## src/verilog/msp_params.svh

```systemverilog
// Constants for the sleep and protected configuration register block.
// Assumes a 10 MHz core clock; included by the package users by bare name.
`ifndef MSP_PARAMS_SVH
`define MSP_PARAMS_SVH

// ****************************************************************
// Register addresses
// ****************************************************************
`define MSP_A_DEV_STATUS 8'h00
`define MSP_A_ALERT 8'h20
`define MSP_A_FAULT 8'h21
`define MSP_A_ADC_CTRL 8'h30
`define MSP_A_IO_CTRL 8'h31
`define MSP_A_KEY 8'h3a
`define MSP_A_RESET 8'h3c
`define MSP_A_TRIGGER 8'h3f
`define MSP_A_RSVD 8'h3e
`define MSP_A_G3_FIRST 8'h40
`define MSP_A_G3_LAST 8'h4b
`define MSP_A_G3_USER 8'h48

// ****************************************************************
// Key values and reset values
// ****************************************************************
`define MSP_KEY_WRITE 8'h35
`define MSP_KEY_RELOAD 8'h27
`define MSP_KEY_BURN 8'h91
`define MSP_KEY_RESET 8'ha5
`define MSP_ALERT_RST 8'h80
`define MSP_ZERO8 8'h00

// ****************************************************************
// Bit positions
// ****************************************************************
`define MSP_DS_CONVERSION_DONE_PIN 0
`define MSP_DS_OTP_CORRECTED_FLAG 3
`define MSP_DS_ALERT 5
`define MSP_DS_FAULT 6
`define MSP_AL_SLEEP 2
`define MSP_AL_I_FAULT 3
`define MSP_AL_ECC_ERR 5
`define MSP_AL_PARITY 6
`define MSP_FL_CRC 0
`define MSP_IO_TS1 0
`define MSP_IO_TS2 1
`define MSP_IO_SLEEP 2
`define MSP_ADC_ON 0
`define MSP_CFG_CRC_DIS 0
`define MSP_IOCFG_IDX 1

// ****************************************************************
// Timing
// ****************************************************************
`define MSP_CLK_MHZ 10
`define MSP_WARM_US 100
`define MSP_BURN_US 1000

`endif

```

## src/verilog/msp_pkg.sv

```systemverilog
// Types shared by the sleep and protected configuration register block.
// Assumes msp_params.svh supplies the numeric constants.
package msp_pkg;

  // Host register write as delivered by the packet layer.
  typedef struct packed {
    logic [7:0] addr;
    logic [7:0] data;
  } msp_wr_s;

  // Power state of the monitor.
  typedef enum logic [1:0] {
    PW_AWAKE,
    PW_DRAIN,
    PW_SLEEP,
    PW_WARM
  } msp_pwr_e;

  // One-time memory sequencer state.
  typedef enum logic [1:0] {
    OT_IDLE,
    OT_LOAD,
    OT_BURN,
    OT_WAIT
  } msp_otp_e;

endpackage : msp_pkg

```

## src/verilog/msp_otp_mem.sv

```systemverilog
// One-time programmable memory with Hamming SECDED check on every read.
// Assumes the sequencer in msp_regs drives one read or one burn per cycle.
`timescale 1ns/1ps
module msp_otp_mem #(
  parameter int WORDS = 12,
  parameter int AW = 4
) (
  input wire logic clk_i,
  input wire logic resetn_i,
  input wire logic rd_en_i,
  input wire logic wr_en_i,
  input wire logic lock_i,
  input wire logic [AW-1:0] addr_i,
  input wire logic [7:0] wdata_i,
  output logic [7:0] rdata_o,
  output logic cor_o,
  output logic err_o,
  output logic locked_o
);

  // ****************************************************************
  // Code functions
  // ****************************************************************
  // Four Hamming check bits over eight data bits.
  function automatic logic [3:0] msp_ham(input logic [7:0] d);
    msp_ham[0] = d[0] ^ d[1] ^ d[3] ^ d[4] ^ d[6];
    msp_ham[1] = d[0] ^ d[2] ^ d[3] ^ d[5] ^ d[6];
    msp_ham[2] = d[1] ^ d[2] ^ d[3] ^ d[7];
    msp_ham[3] = d[4] ^ d[5] ^ d[6] ^ d[7];
  endfunction : msp_ham

  // Data bit position that a nonzero syndrome points at, or 8 for a check bit.
  function automatic logic [3:0] msp_pos(input logic [3:0] s);
    case (s)
      4'h3: msp_pos = 4'h0;
      4'h5: msp_pos = 4'h1;
      4'h6: msp_pos = 4'h2;
      4'h7: msp_pos = 4'h3;
      4'h9: msp_pos = 4'h4;
      4'ha: msp_pos = 4'h5;
      4'hb: msp_pos = 4'h6;
      4'hc: msp_pos = 4'h7;
      default: msp_pos = 4'h8;
    endcase
  endfunction : msp_pos

  // Cells hold data, check bits and an overall parity bit; unburnt cells are 0.
  logic [12:0] cell_reg [WORDS];
  logic [12:0] cell_next [WORDS];
  logic locked_reg, locked_next;
  logic [7:0] rdata_reg, rdata_next;
  logic cor_reg, cor_next, err_reg, err_next;

  // Burning only raises bits and is refused once the array is locked.
  always_comb begin
    logic [12:0] c;
    logic [3:0] syn;
    logic [3:0] p;
    logic par;
    c = '0;
    syn = '0;
    p = '0;
    par = 1'b0;
    cell_next = cell_reg;
    locked_next = locked_reg | lock_i;
    if (wr_en_i && !locked_reg && (int'(addr_i) < WORDS)) begin
      cell_next[addr_i] = cell_reg[addr_i] |
        {^{msp_ham(wdata_i), wdata_i}, msp_ham(wdata_i), wdata_i};
    end
    rdata_next = rdata_reg;
    cor_next = 1'b0;
    err_next = 1'b0;
    if (rd_en_i && (int'(addr_i) < WORDS)) begin
      c = cell_reg[addr_i];
      syn = msp_ham(c[7:0]) ^ c[11:8];
      par = ^c;
      rdata_next = c[7:0];
      if (syn != 4'h0 && par) begin
        cor_next = 1'b1;
        p = msp_pos(syn);
        if (p != 4'h8) begin
          rdata_next[p[2:0]] = ~c[p[2:0]];
        end
      end else if (syn != 4'h0) begin
        err_next = 1'b1;
      end else if (par) begin
        cor_next = 1'b1;
      end
    end
  end

  // Registers the array and the read port.
  always_ff @(posedge clk_i or negedge resetn_i) begin
    if (!resetn_i) begin
      for (int i = 0; i < WORDS; i++) begin
        cell_reg[i] <= '0;
      end
      locked_reg <= 1'b0;
      rdata_reg <= '0;
      cor_reg <= 1'b0;
      err_reg <= 1'b0;
    end else begin
      cell_reg <= cell_next;
      locked_reg <= locked_next;
      rdata_reg <= rdata_next;
      cor_reg <= cor_next;
      err_reg <= err_next;
    end
  end

  assign rdata_o = rdata_reg;
  assign cor_o = cor_reg;
  assign err_o = err_reg;
  assign locked_o = locked_reg;

endmodule : msp_otp_mem

```

## src/verilog/msp_regs.sv

```systemverilog
// Register bank with sleep control and protected configuration loaded from one-time memory.
// Assumes the packet layer delivers decoded register reads and writes on clk_i.
`timescale 1ns/1ps
`include "msp_params.svh"
module msp_regs
  import msp_pkg::*;
#(
  parameter int G3_WORDS = 12,
  parameter int WARM_CYC = `MSP_WARM_US * `MSP_CLK_MHZ,
  parameter int BURN_CYC = `MSP_BURN_US * `MSP_CLK_MHZ
) (
  input wire logic clk_i,
  input wire logic resetn_i,
  input wire logic wr_i,
  input wire msp_wr_s wr_req_i,
  input wire logic pkt_end_i,
  input wire logic crc_ok_i,
  input wire logic rd_i,
  input wire logic [7:0] rd_addr_i,
  output logic [7:0] rd_data_o,
  input wire logic conv_busy_i,
  input wire logic [7:0] alert_src_i,
  input wire logic [7:0] fault_src_i,
  input wire logic program_voltage_pin_i,
  output logic conversion_done_pin_o,
  output logic alert_o,
  output logic fault_o,
  output logic regulator_en_o,
  output logic comparator_en_o,
  output logic adc_en_o,
  output logic [1:0] thermistor_bias_bits_o,
  output logic [8*G3_WORDS-1:0] config_o
);

  // ****************************************************************
  // Address decoding
  // ****************************************************************
  // True for an address inside the protected configuration group.
  function automatic logic msp_is_g3(input logic [7:0] a);
    msp_is_g3 = (a >= `MSP_A_G3_FIRST) && (a <= `MSP_A_G3_LAST);
  endfunction : msp_is_g3

  // Index of a protected register inside its group.
  function automatic logic [3:0] msp_g3_idx(input logic [7:0] a);
    logic [7:0] d;
    d = a - `MSP_A_G3_FIRST;
    msp_g3_idx = d[3:0];
  endfunction : msp_g3_idx

  // ****************************************************************
  // State
  // ****************************************************************
  msp_pwr_e pwr_reg, pwr_next;
  msp_otp_e ot_reg, ot_next;
  logic [7:0] alert_reg, alert_next, fault_reg, fault_next;
  logic [7:0] snap_al_reg, snap_al_next, snap_fl_reg, snap_fl_next;
  logic [7:0] io_reg, io_next, adc_reg, adc_next, trig_reg, trig_next;
  logic [8:0] g3_reg [G3_WORDS];
  logic [8:0] g3_next [G3_WORDS];
  logic otp_corrected_flag_reg, otp_corrected_flag_next, armed_reg, armed_next;
  logic pend_reg, pend_next;
  msp_wr_s pend_wr_reg, pend_wr_next;
  logic [15:0] cnt_reg, cnt_next;
  logic [3:0] idx_reg, idx_next;
  logic cap_reg, cap_next;
  logic [3:0] cap_idx_reg, cap_idx_next;
  logic conversion_done_pin_reg, conversion_done_pin_next;
  logic [7:0] rdata_reg, rdata_next;
  logic vpp_meta_reg, vpp_reg;
  logic otp_rd, otp_wr, otp_lock, otp_cor, otp_err, otp_locked;
  logic [7:0] otp_rdata;
  logic [3:0] otp_addr;
  logic asleep, par_bad;
  logic [7:0] dev_status;

  // Program voltage arrives from a pin and passes two flip-flops.
  always_ff @(posedge clk_i or negedge resetn_i) begin
    if (!resetn_i) begin
      vpp_meta_reg <= 1'b0;
      vpp_reg <= 1'b0;
    end else begin
      vpp_meta_reg <= program_voltage_pin_i;
      vpp_reg <= vpp_meta_reg;
    end
  end

  msp_otp_mem #(
    .WORDS(G3_WORDS),
    .AW(4)
  ) u_otp (
    .clk_i(clk_i),
    .resetn_i(resetn_i),
    .rd_en_i(otp_rd),
    .wr_en_i(otp_wr),
    .lock_i(otp_lock),
    .addr_i(otp_addr),
    .wdata_i(g3_reg[idx_reg][7:0]),
    .rdata_o(otp_rdata),
    .cor_o(otp_cor),
    .err_o(otp_err),
    .locked_o(otp_locked)
  );

  // Parity watch over the protected group and derived status.
  always_comb begin
    par_bad = 1'b0;
    for (int i = 0; i < G3_WORDS; i++) begin
      par_bad = par_bad | (^g3_reg[i]);
    end
    asleep = (pwr_reg == PW_SLEEP);
    dev_status = '0;
    dev_status[`MSP_DS_CONVERSION_DONE_PIN] = conversion_done_pin_reg;
    dev_status[`MSP_DS_OTP_CORRECTED_FLAG] = otp_corrected_flag_reg;
    dev_status[`MSP_DS_ALERT] = alert_o;
    dev_status[`MSP_DS_FAULT] = fault_o;
  end

  // ****************************************************************
  // Next-state logic for registers, power and memory sequencing
  // ****************************************************************
  always_comb begin
    logic commit, soft_rst, reload;
    msp_wr_s w;
    commit = 1'b0;
    soft_rst = 1'b0;
    reload = 1'b0;
    w = pend_wr_reg;
    pwr_next = pwr_reg;
    ot_next = ot_reg;
    alert_next = alert_reg;
    fault_next = fault_reg;
    snap_al_next = snap_al_reg;
    snap_fl_next = snap_fl_reg;
    io_next = io_reg;
    adc_next = adc_reg;
    trig_next = trig_reg;
    g3_next = g3_reg;
    otp_corrected_flag_next = otp_corrected_flag_reg;
    armed_next = armed_reg;
    pend_next = pend_reg;
    pend_wr_next = pend_wr_reg;
    cnt_next = cnt_reg;
    idx_next = idx_reg;
    cap_next = 1'b0;
    cap_idx_next = idx_reg;
    otp_rd = 1'b0;
    otp_wr = 1'b0;
    otp_lock = 1'b0;
    otp_addr = idx_reg;
    conversion_done_pin_next = (pwr_reg == PW_SLEEP) | !conv_busy_i;
    // Write held until the packet ends and its CRC is judged.
    if (wr_i) begin
      pend_next = 1'b1;
      pend_wr_next = wr_req_i;
    end
    if (pkt_end_i && pend_reg) begin
      pend_next = 1'b0;
      if (crc_ok_i || g3_reg[`MSP_IOCFG_IDX][`MSP_CFG_CRC_DIS]) begin
        commit = 1'b1;
      end
    end
    // Host write, one register, allowed in every power state.
    if (commit) begin
      armed_next = 1'b0;
      case (w.addr)
        `MSP_A_ALERT: alert_next = w.data;
        `MSP_A_FAULT: fault_next = w.data;
        `MSP_A_ADC_CTRL: adc_next = w.data;
        `MSP_A_IO_CTRL: io_next = w.data;
        `MSP_A_TRIGGER: trig_next = w.data;
        `MSP_A_RESET: soft_rst = (w.data == `MSP_KEY_RESET);
        `MSP_A_KEY: begin
          armed_next = (w.data == `MSP_KEY_WRITE);
          reload = (w.data == `MSP_KEY_RELOAD);
        end
        default: begin
          if (msp_is_g3(w.addr) && armed_reg && w.addr < `MSP_A_G3_USER) begin
            g3_next[msp_g3_idx(w.addr)] = {^w.data, w.data};
          end
        end
      endcase
    end
    // Sources are gated off while asleep; hardware sets win over host clears.
    if (!asleep) begin
      alert_next = alert_next | alert_src_i;
      fault_next = fault_next | fault_src_i;
      if (par_bad && ot_reg != OT_LOAD) begin
        alert_next[`MSP_AL_PARITY] = 1'b1;
      end
    end
    if (pkt_end_i && pend_reg && !crc_ok_i && !g3_reg[`MSP_IOCFG_IDX][`MSP_CFG_CRC_DIS]) begin
      fault_next[`MSP_FL_CRC] = 1'b1;
    end
    // Power sequencing.
    case (pwr_reg)
      PW_AWAKE: begin
        if (io_reg[`MSP_IO_SLEEP]) begin
          pwr_next = conv_busy_i ? PW_DRAIN : PW_SLEEP;
        end
      end
      PW_DRAIN: begin
        if (!conv_busy_i) begin
          pwr_next = PW_SLEEP;
        end
      end
      PW_SLEEP: begin
        if (!io_reg[`MSP_IO_SLEEP]) begin
          alert_next = snap_al_reg;
          fault_next = snap_fl_reg;
          cnt_next = '0;
          pwr_next = PW_WARM;
        end
      end
      PW_WARM: begin
        cnt_next = cnt_reg + 16'h0001;
        if (int'(cnt_reg) >= WARM_CYC - 1) begin
          pwr_next = PW_AWAKE;
        end
      end
      default: pwr_next = PW_AWAKE;
    endcase
    if (pwr_reg != PW_SLEEP && pwr_next == PW_SLEEP) begin
      snap_al_next = alert_next;
      snap_fl_next = fault_next;
      alert_next[`MSP_AL_SLEEP] = 1'b1;
    end
    // One-time memory sequencing: load, burn and self-timed wait.
    case (ot_reg)
      OT_IDLE: begin
        if (trig_reg == `MSP_KEY_BURN && vpp_reg && !otp_locked) begin
          idx_next = '0;
          ot_next = OT_BURN;
        end
      end
      OT_LOAD: begin
        otp_rd = 1'b1;
        cap_next = 1'b1;
        if (int'(idx_reg) == G3_WORDS - 1) begin
          ot_next = OT_IDLE;
        end else begin
          idx_next = idx_reg + 4'h1;
        end
      end
      OT_BURN: begin
        otp_wr = 1'b1;
        if (int'(idx_reg) == G3_WORDS - 1) begin
          cnt_next = '0;
          ot_next = OT_WAIT;
        end else begin
          idx_next = idx_reg + 4'h1;
        end
      end
      OT_WAIT: begin
        cnt_next = cnt_reg + 16'h0001;
        if (int'(cnt_reg) >= BURN_CYC - 1) begin
          otp_lock = 1'b1;
          trig_next = '0;
          ot_next = OT_IDLE;
        end
      end
      default: ot_next = OT_IDLE;
    endcase
    // Loaded words with their Hamming outcome.
    if (cap_reg) begin
      g3_next[cap_idx_reg] = {^otp_rdata, otp_rdata};
      if (otp_cor) begin
        otp_corrected_flag_next = 1'b1;
      end
      if (otp_err) begin
        alert_next[`MSP_AL_ECC_ERR] = 1'b1;
        alert_next[`MSP_AL_I_FAULT] = 1'b1;
      end
    end
    if ((reload || soft_rst) && ot_reg != OT_BURN && ot_reg != OT_WAIT) begin
      idx_next = '0;
      ot_next = OT_LOAD;
    end
    if (soft_rst) begin
      alert_next = `MSP_ALERT_RST;
      fault_next = `MSP_ZERO8;
      io_next = `MSP_ZERO8;
      adc_next = `MSP_ZERO8;
      otp_corrected_flag_next = 1'b0;
      armed_next = 1'b0;
      pwr_next = PW_AWAKE;
    end
  end

  // Registered read port; unmapped addresses answer zero.
  always_comb begin
    rdata_next = rdata_reg;
    if (rd_i) begin
      case (rd_addr_i)
        `MSP_A_DEV_STATUS: rdata_next = dev_status;
        `MSP_A_ALERT: rdata_next = alert_reg;
        `MSP_A_FAULT: rdata_next = fault_reg;
        `MSP_A_ADC_CTRL: rdata_next = adc_reg;
        `MSP_A_IO_CTRL: rdata_next = io_reg;
        `MSP_A_TRIGGER: rdata_next = trig_reg;
        default: rdata_next = msp_is_g3(rd_addr_i) ? g3_reg[msp_g3_idx(rd_addr_i)][7:0] : `MSP_ZERO8;
      endcase
    end
  end

  // Registers all state but the program voltage flip-flops; reset starts a load of the protected group.
  always_ff @(posedge clk_i or negedge resetn_i) begin
    if (!resetn_i) begin
      pwr_reg <= PW_AWAKE;
      ot_reg <= OT_LOAD;
      alert_reg <= `MSP_ALERT_RST;
      fault_reg <= `MSP_ZERO8;
      snap_al_reg <= `MSP_ZERO8;
      snap_fl_reg <= `MSP_ZERO8;
      io_reg <= `MSP_ZERO8;
      adc_reg <= `MSP_ZERO8;
      trig_reg <= `MSP_ZERO8;
      for (int i = 0; i < G3_WORDS; i++) begin
        g3_reg[i] <= '0;
      end
      otp_corrected_flag_reg <= 1'b0;
      armed_reg <= 1'b0;
      pend_reg <= 1'b0;
      pend_wr_reg <= '0;
      cnt_reg <= '0;
      idx_reg <= '0;
      cap_reg <= 1'b0;
      cap_idx_reg <= '0;
      conversion_done_pin_reg <= 1'b0;
      rdata_reg <= `MSP_ZERO8;
    end else begin
      pwr_reg <= pwr_next;
      ot_reg <= ot_next;
      alert_reg <= alert_next;
      fault_reg <= fault_next;
      snap_al_reg <= snap_al_next;
      snap_fl_reg <= snap_fl_next;
      io_reg <= io_next;
      adc_reg <= adc_next;
      trig_reg <= trig_next;
      g3_reg <= g3_next;
      otp_corrected_flag_reg <= otp_corrected_flag_next;
      armed_reg <= armed_next;
      pend_reg <= pend_next;
      pend_wr_reg <= pend_wr_next;
      cnt_reg <= cnt_next;
      idx_reg <= idx_next;
      cap_reg <= cap_next;
      cap_idx_reg <= cap_idx_next;
      conversion_done_pin_reg <= conversion_done_pin_next;
      rdata_reg <= rdata_next;
    end
  end

  // ****************************************************************
  // Outputs
  // ****************************************************************
  // Pins and enables; in sleep only the sleep flag reaches the alert pin.
  always_comb begin
    alert_o = asleep ? alert_reg[`MSP_AL_SLEEP] : (|alert_reg);
    fault_o = !asleep && (|fault_reg);
    regulator_en_o = !asleep;
    comparator_en_o = !asleep;
    adc_en_o = (pwr_reg == PW_AWAKE) && adc_reg[`MSP_ADC_ON];
    thermistor_bias_bits_o = {io_reg[`MSP_IO_TS2], io_reg[`MSP_IO_TS1]};
    for (int i = 0; i < G3_WORDS; i++) begin
      config_o[8*i +: 8] = g3_reg[i][7:0];
    end
  end

  assign conversion_done_pin_o = conversion_done_pin_reg;
  assign rd_data_o = rdata_reg;
endmodule : msp_regs

```

## config.mk

```make
export PLATFORM = sky130hd
export DESIGN_NAME = msp_regs
export DESIGN_NICKNAME = d
export VERILOG_FILES = /design/src/verilog/msp_pkg.sv /design/src/verilog/msp_otp_mem.sv /design/src/verilog/msp_regs.sv
export VERILOG_INCLUDE_DIRS = /design/src /design/src/verilog
export SDC_FILE = /design/constraint.sdc
export NUM_CORES = 1
export LEC_CHECK = 0
export BUFFER_PORTS_ARGS = -buffer_cell sky130_fd_sc_hd__buf_2
export CORE_MARGIN = 2
export CORE_UTILIZATION = 39
export DETAILED_ROUTE_END_ITERATION = 12
export PLACE_DENSITY = 0.6
export RECOVER_POWER = 50
export SYNTH_ARGS = -nofsm -noshare
export SYNTH_HDL_FRONTEND = slang
export SYNTH_SLANG_ARGS = --single-unit
```

## constraint.sdc

```tcl
create_clock -name clk_i -period 7.5 [get_ports clk_i]
set_input_delay 0.75 -clock clk_i [delete_from_list [all_inputs] [get_ports clk_i]]
set_output_delay 0.75 -clock clk_i [all_outputs]
set_load 0.05 [all_outputs]
```

==> results.txt <==
Synthesis handed over a netlist of 2147 instances. The number of warnings reported in the yosys synthesis log came out at 0. The final standard cell area without fillers is 23750 um^2. The placed instance count is 2852. For this run, the number of standard cells in the final layout without fillers is between 2000 and 3000. By startpoint and endpoint, the worst setup path is classified as flip-flop to flip-flop. TritonCTS built the clock tree. The count of unique library cells instantiated by Yosys is between 70 and 80. The number of gates resized after cts came out at 0. The first routing iteration left about 1400 violations.

The post-place instance area is roughly 22000 um^2. The floorplan die area came out at about 57000 um^2. Dividing the synthesized area by the synthesized cell count gives roughly 10 um^2. The worst-path maximum fanout came out at 40.

The number of antenna diodes in the final layout is 0. The final worst-path cycle share came out at 0.7277. The total length of routed wires is ~64000 um.

The chip height came out at about 240 um. The complex-gate fraction of the synthesized area was 0.1175. Clock tree synthesis found a total of a little under 400 sinks. In the synthesized netlist the async set-or-reset flop fraction comes to 1.000.

Of the total synthesized cell area, the portion taken by AND, OR, NAND and NOR gates is 0.1287. The final-report max-slew violation count came to 361. The static leakage is 9.789 nW.

At the end of routability-driven placement, the weighted congestion stood at 0.9130. By area the synthesized netlist is led by dfrtp_1 45%, mux4_2 8.8%, a21oi_1 5.3%, nor2_1 5.3%, xnor2_1 4.4%. The flip-flop count of the largest register, all copies and words added came out at between 150 and 200.

The stage delay of the slowest cell on the critical path came out at roughly 1.8 ns. The maximum clock rate came out at around 0.18 GHz. The number of input and output port buffers inserted is approximately 160. The clock transition time at the flip-flop clock pins of the worst setup and hold paths came out at ~0.06 ns. The count of antenna-violating nets left after detailed routing is 0. Setup repair after global routing left no endpoint under its margin. The buffer levels on the longest clock path came out at 3. The arrival time reported for the critical path endpoint is roughly 5.9 ns. The xor/xnor cell area share of the yosys netlist came out at 0.06504. In this run the post-CTS setup repair buffer count came out at 0. The clock latency at the later pin of the worst-skew pair is 0.59 ns.

The average vias per placed instance came out at between 5 and 6. In this run the number of H-tree levels came out at 2. The half-perimeter wire length of the detailed placement result is around 43000 um. The register area share after synthesis came out at 0.4511.

The run finished, with violations left. The cell family with the largest share of critical-path delay is buffers and inverters. The die boundary width is 239.6 um. The post-synthesis to final-layout area growth came out at 9.724%.

The routed length per instance came out at between 20 and 25 um. The count of standard-cell rows is 86. The number of primary I/O pins is 160. The worst path meets setup with just over 2 ns of slack. After clock tree synthesis, the flow added hold-fix buffers numbering 0.

The flip-flop and latch count after synthesis came out at 390. The top cell type's share of synthesized area is 0.4486. The core box area is 54990 um^2. By area, the combinational part of the netlist is dominated by multiplexers. The biggest area contributor in the post-synthesis netlist is dfrtp_1. Buffers inserted during clock tree synthesis total 44.

The number of nets in the synthesized netlist came out at 2211. The initial antenna violation count came out at 0. The areal power density over the cells is around 210 nW/um^2.

The total setup violations reported at the end of the flow is 0. The final layout net count is approximately 2200. The ratio of cells with drive above 1 in the final layout is 0.2022. The wire length of the first global-routing pass is 97840 um.

The slew at the pin closest to its max-slew limit is 3.846 ns. The setup TNS after final layout came out at 0 ns. At the worst endpoint, the required time is about 8 ns. Of the total synthesized cell area, the portion taken by full adders, half adders and majority gates is 0.009250. Together, buffers and inverters on the worst path number 1. For this run, the leading register cell type out of synthesis is dfrtp_1.

Max-cap violations in this run came to 4. The maximum number of pins on one net before global-route repair came out at 153. The proportion of synthesized area in mux cells is 0.1598.

Global routing finished with a remaining overflow of 0. The final number of hold-violating endpoints came out at 0. The overall routing resource usage came out at 0.2220. Clock tree synthesis selected as its root buffer the cell clkbuf_16. For this configuration, the core starts out at a cell density of 0.3936. The combined area of all synthesized cells came out at roughly 22000 um^2. The number of flops mapped to enable cells by yosys is 0. VDD sags by at most around 0.14 mV. The type of element launching the critical path is a flip-flop.

The checks that failed: max-capacitance violations, max-slew violations. The worst-case setup slack after placement came out at ~2.9 ns. The number of global-route vias before repair was 15970. The number of iterations in the first detailed-routing pass is 6. The sort of element at the end of the critical path is a flip-flop. The worst min-delay path category is primary input to async pin. The total via count after detailed routing is ~16000.

The worst pin sits at a relative slew slack of -1.564. Among all stages on the critical path, the largest delay is contributed by clkbuf_1. The final clock skew is between 0.03 and 0.04 ns. The shortest clock period the worst path allows after layout is ~5.5 ns. The DRC violation count after routing is 0. The critical path goes through clkbuf_1 -> mux4_2 -> mux2i_1 -> o21ai_0 -> xor2_1 -> xnor2_1 -> xor2_1 -> xnor2_1 -> a31oi_1.
cells in the mapped netlist, types with 7 or more instances:
| library cell | number |
|---|---|
| inv_1 | 20 |
| buf_4 | 106 |
| ha_1 | 16 |
| a31oi_1 | 19 |
| xnor2_1 | 108 |
| buf_1 | 13 |
| mux2_2 | 50 |
| nor2_1 | 303 |
| nand2b_1 | 9 |
| mux4_2 | 85 |
| a211oi_1 | 8 |
| a21oi_1 | 230 |
| o21ai_0 | 111 |
| nor4_1 | 12 |
| mux2i_1 | 94 |
| dfrtp_1 | 388 |
| or3_1 | 11 |
| nand4_1 | 7 |
| o22ai_1 | 16 |
| clkbuf_1 | 107 |
| nand3_1 | 45 |
| a22oi_1 | 11 |
| nor3_1 | 29 |
| xor2_1 | 28 |
| nand2_1 | 191 |
per-stage QoR:
| step | hold WS [ns] | util | power (mW) |
|---|---|---|---|
| 2_1_floorplan | 0.3312 | - | 2.646 |
| 3_3_place_gp | 0.4096 | 0.4074 | 2.836 |
| 3_5_place_dp | 0.4109 | 0.4074 | 2.852 |
| 4_1_cts | 0.2168 | 0.4328 | 4.992 |
| 5_1_grt | 0.2474 | 0.4319 | 5.136 |
| 6_report | 0.1554 | 0.4319 | 4.947 |
power by group:
group / leakage (nW) / internal (mW) / total (mW) / switching [mW]
clock network: 0.697 / 1.23 / 2.14 / 0.903
registers: 4.44 / 2.21 / 2.31 / 0.102
logic: 4.65 / 0.145 / 0.497 / 0.353
cells by family after synthesis:
kind of cell / count (synthesis)
xor+xnor: 147
buf+inv: 266
compound gates: 448
simple gates: 649
mux: 231
fa+ha+maj: 16
flops: 390
cell type report:
class,instances,area (um^2)
Fill cell,5290,31240
Inverter,26,97.59
Timing Repair Buffer,197,1065
Tap cell,748,935.9
Sequential cell,390,9767
Multi-Input combinational cell,1491,10480
Clock inverter,12,96.34
Clock buffer,65,1303
worst paths after layout:
kind	to	depth (start not counted)	from	slack, ns
setup / recovery	u_otp.cell_reg[51]	9	cap_idx_next[1]	2.04
hold / removal	config_o[2]	1	resetn_i	0.16
setup reg to reg	u_otp.cell_reg[51]	9	cap_idx_next[1]	2.04
hold reg to reg	vpp_reg	0	vpp_meta_reg	0.44
max in group asynchronous	cap_idx_next[1]	2	resetn_i	2.84
min in group clk_i	vpp_meta_reg	1	program_voltage_pin_i	0.27
layout by cell type, fill, tap and decap left out, types with 23 or more instances in the layout:
cell type,count
a21oi_1,230
buf_2,150
buf_4,33
clkbuf_16,46
dfrtp_1,386
mux2_2,50
mux2i_1,94
mux4_2,85
nand2_1,191
nand3_1,45
nor2_1,294
nor3_1,23
o21ai_0,111
xnor2_1,108
xor2_1,28
worst register-to-register path: stages (launching register included):
cell	delay (ns)
dfrtp_2	0.35
clkbuf_1	1.83
mux4_2	0.62
mux2i_1	0.11
o21ai_0	0.71
xor2_1	0.19
xnor2_1	0.34
xor2_1	0.15
xnor2_1	0.79
a31oi_1	0.20
layer usage:
metal,vias up,GRT usage,wire length (um),share of wire
met5,-,0,0,0
met4,0,0.08523,2429,0.038
met3,125,0.03169,4216,0.066
met2,541,0.3616,30210,0.47
met1,8204,0.3001,26860,0.42
li1,7443,-,-,-
Note: power is estimated with default switching activity, not from simulation.
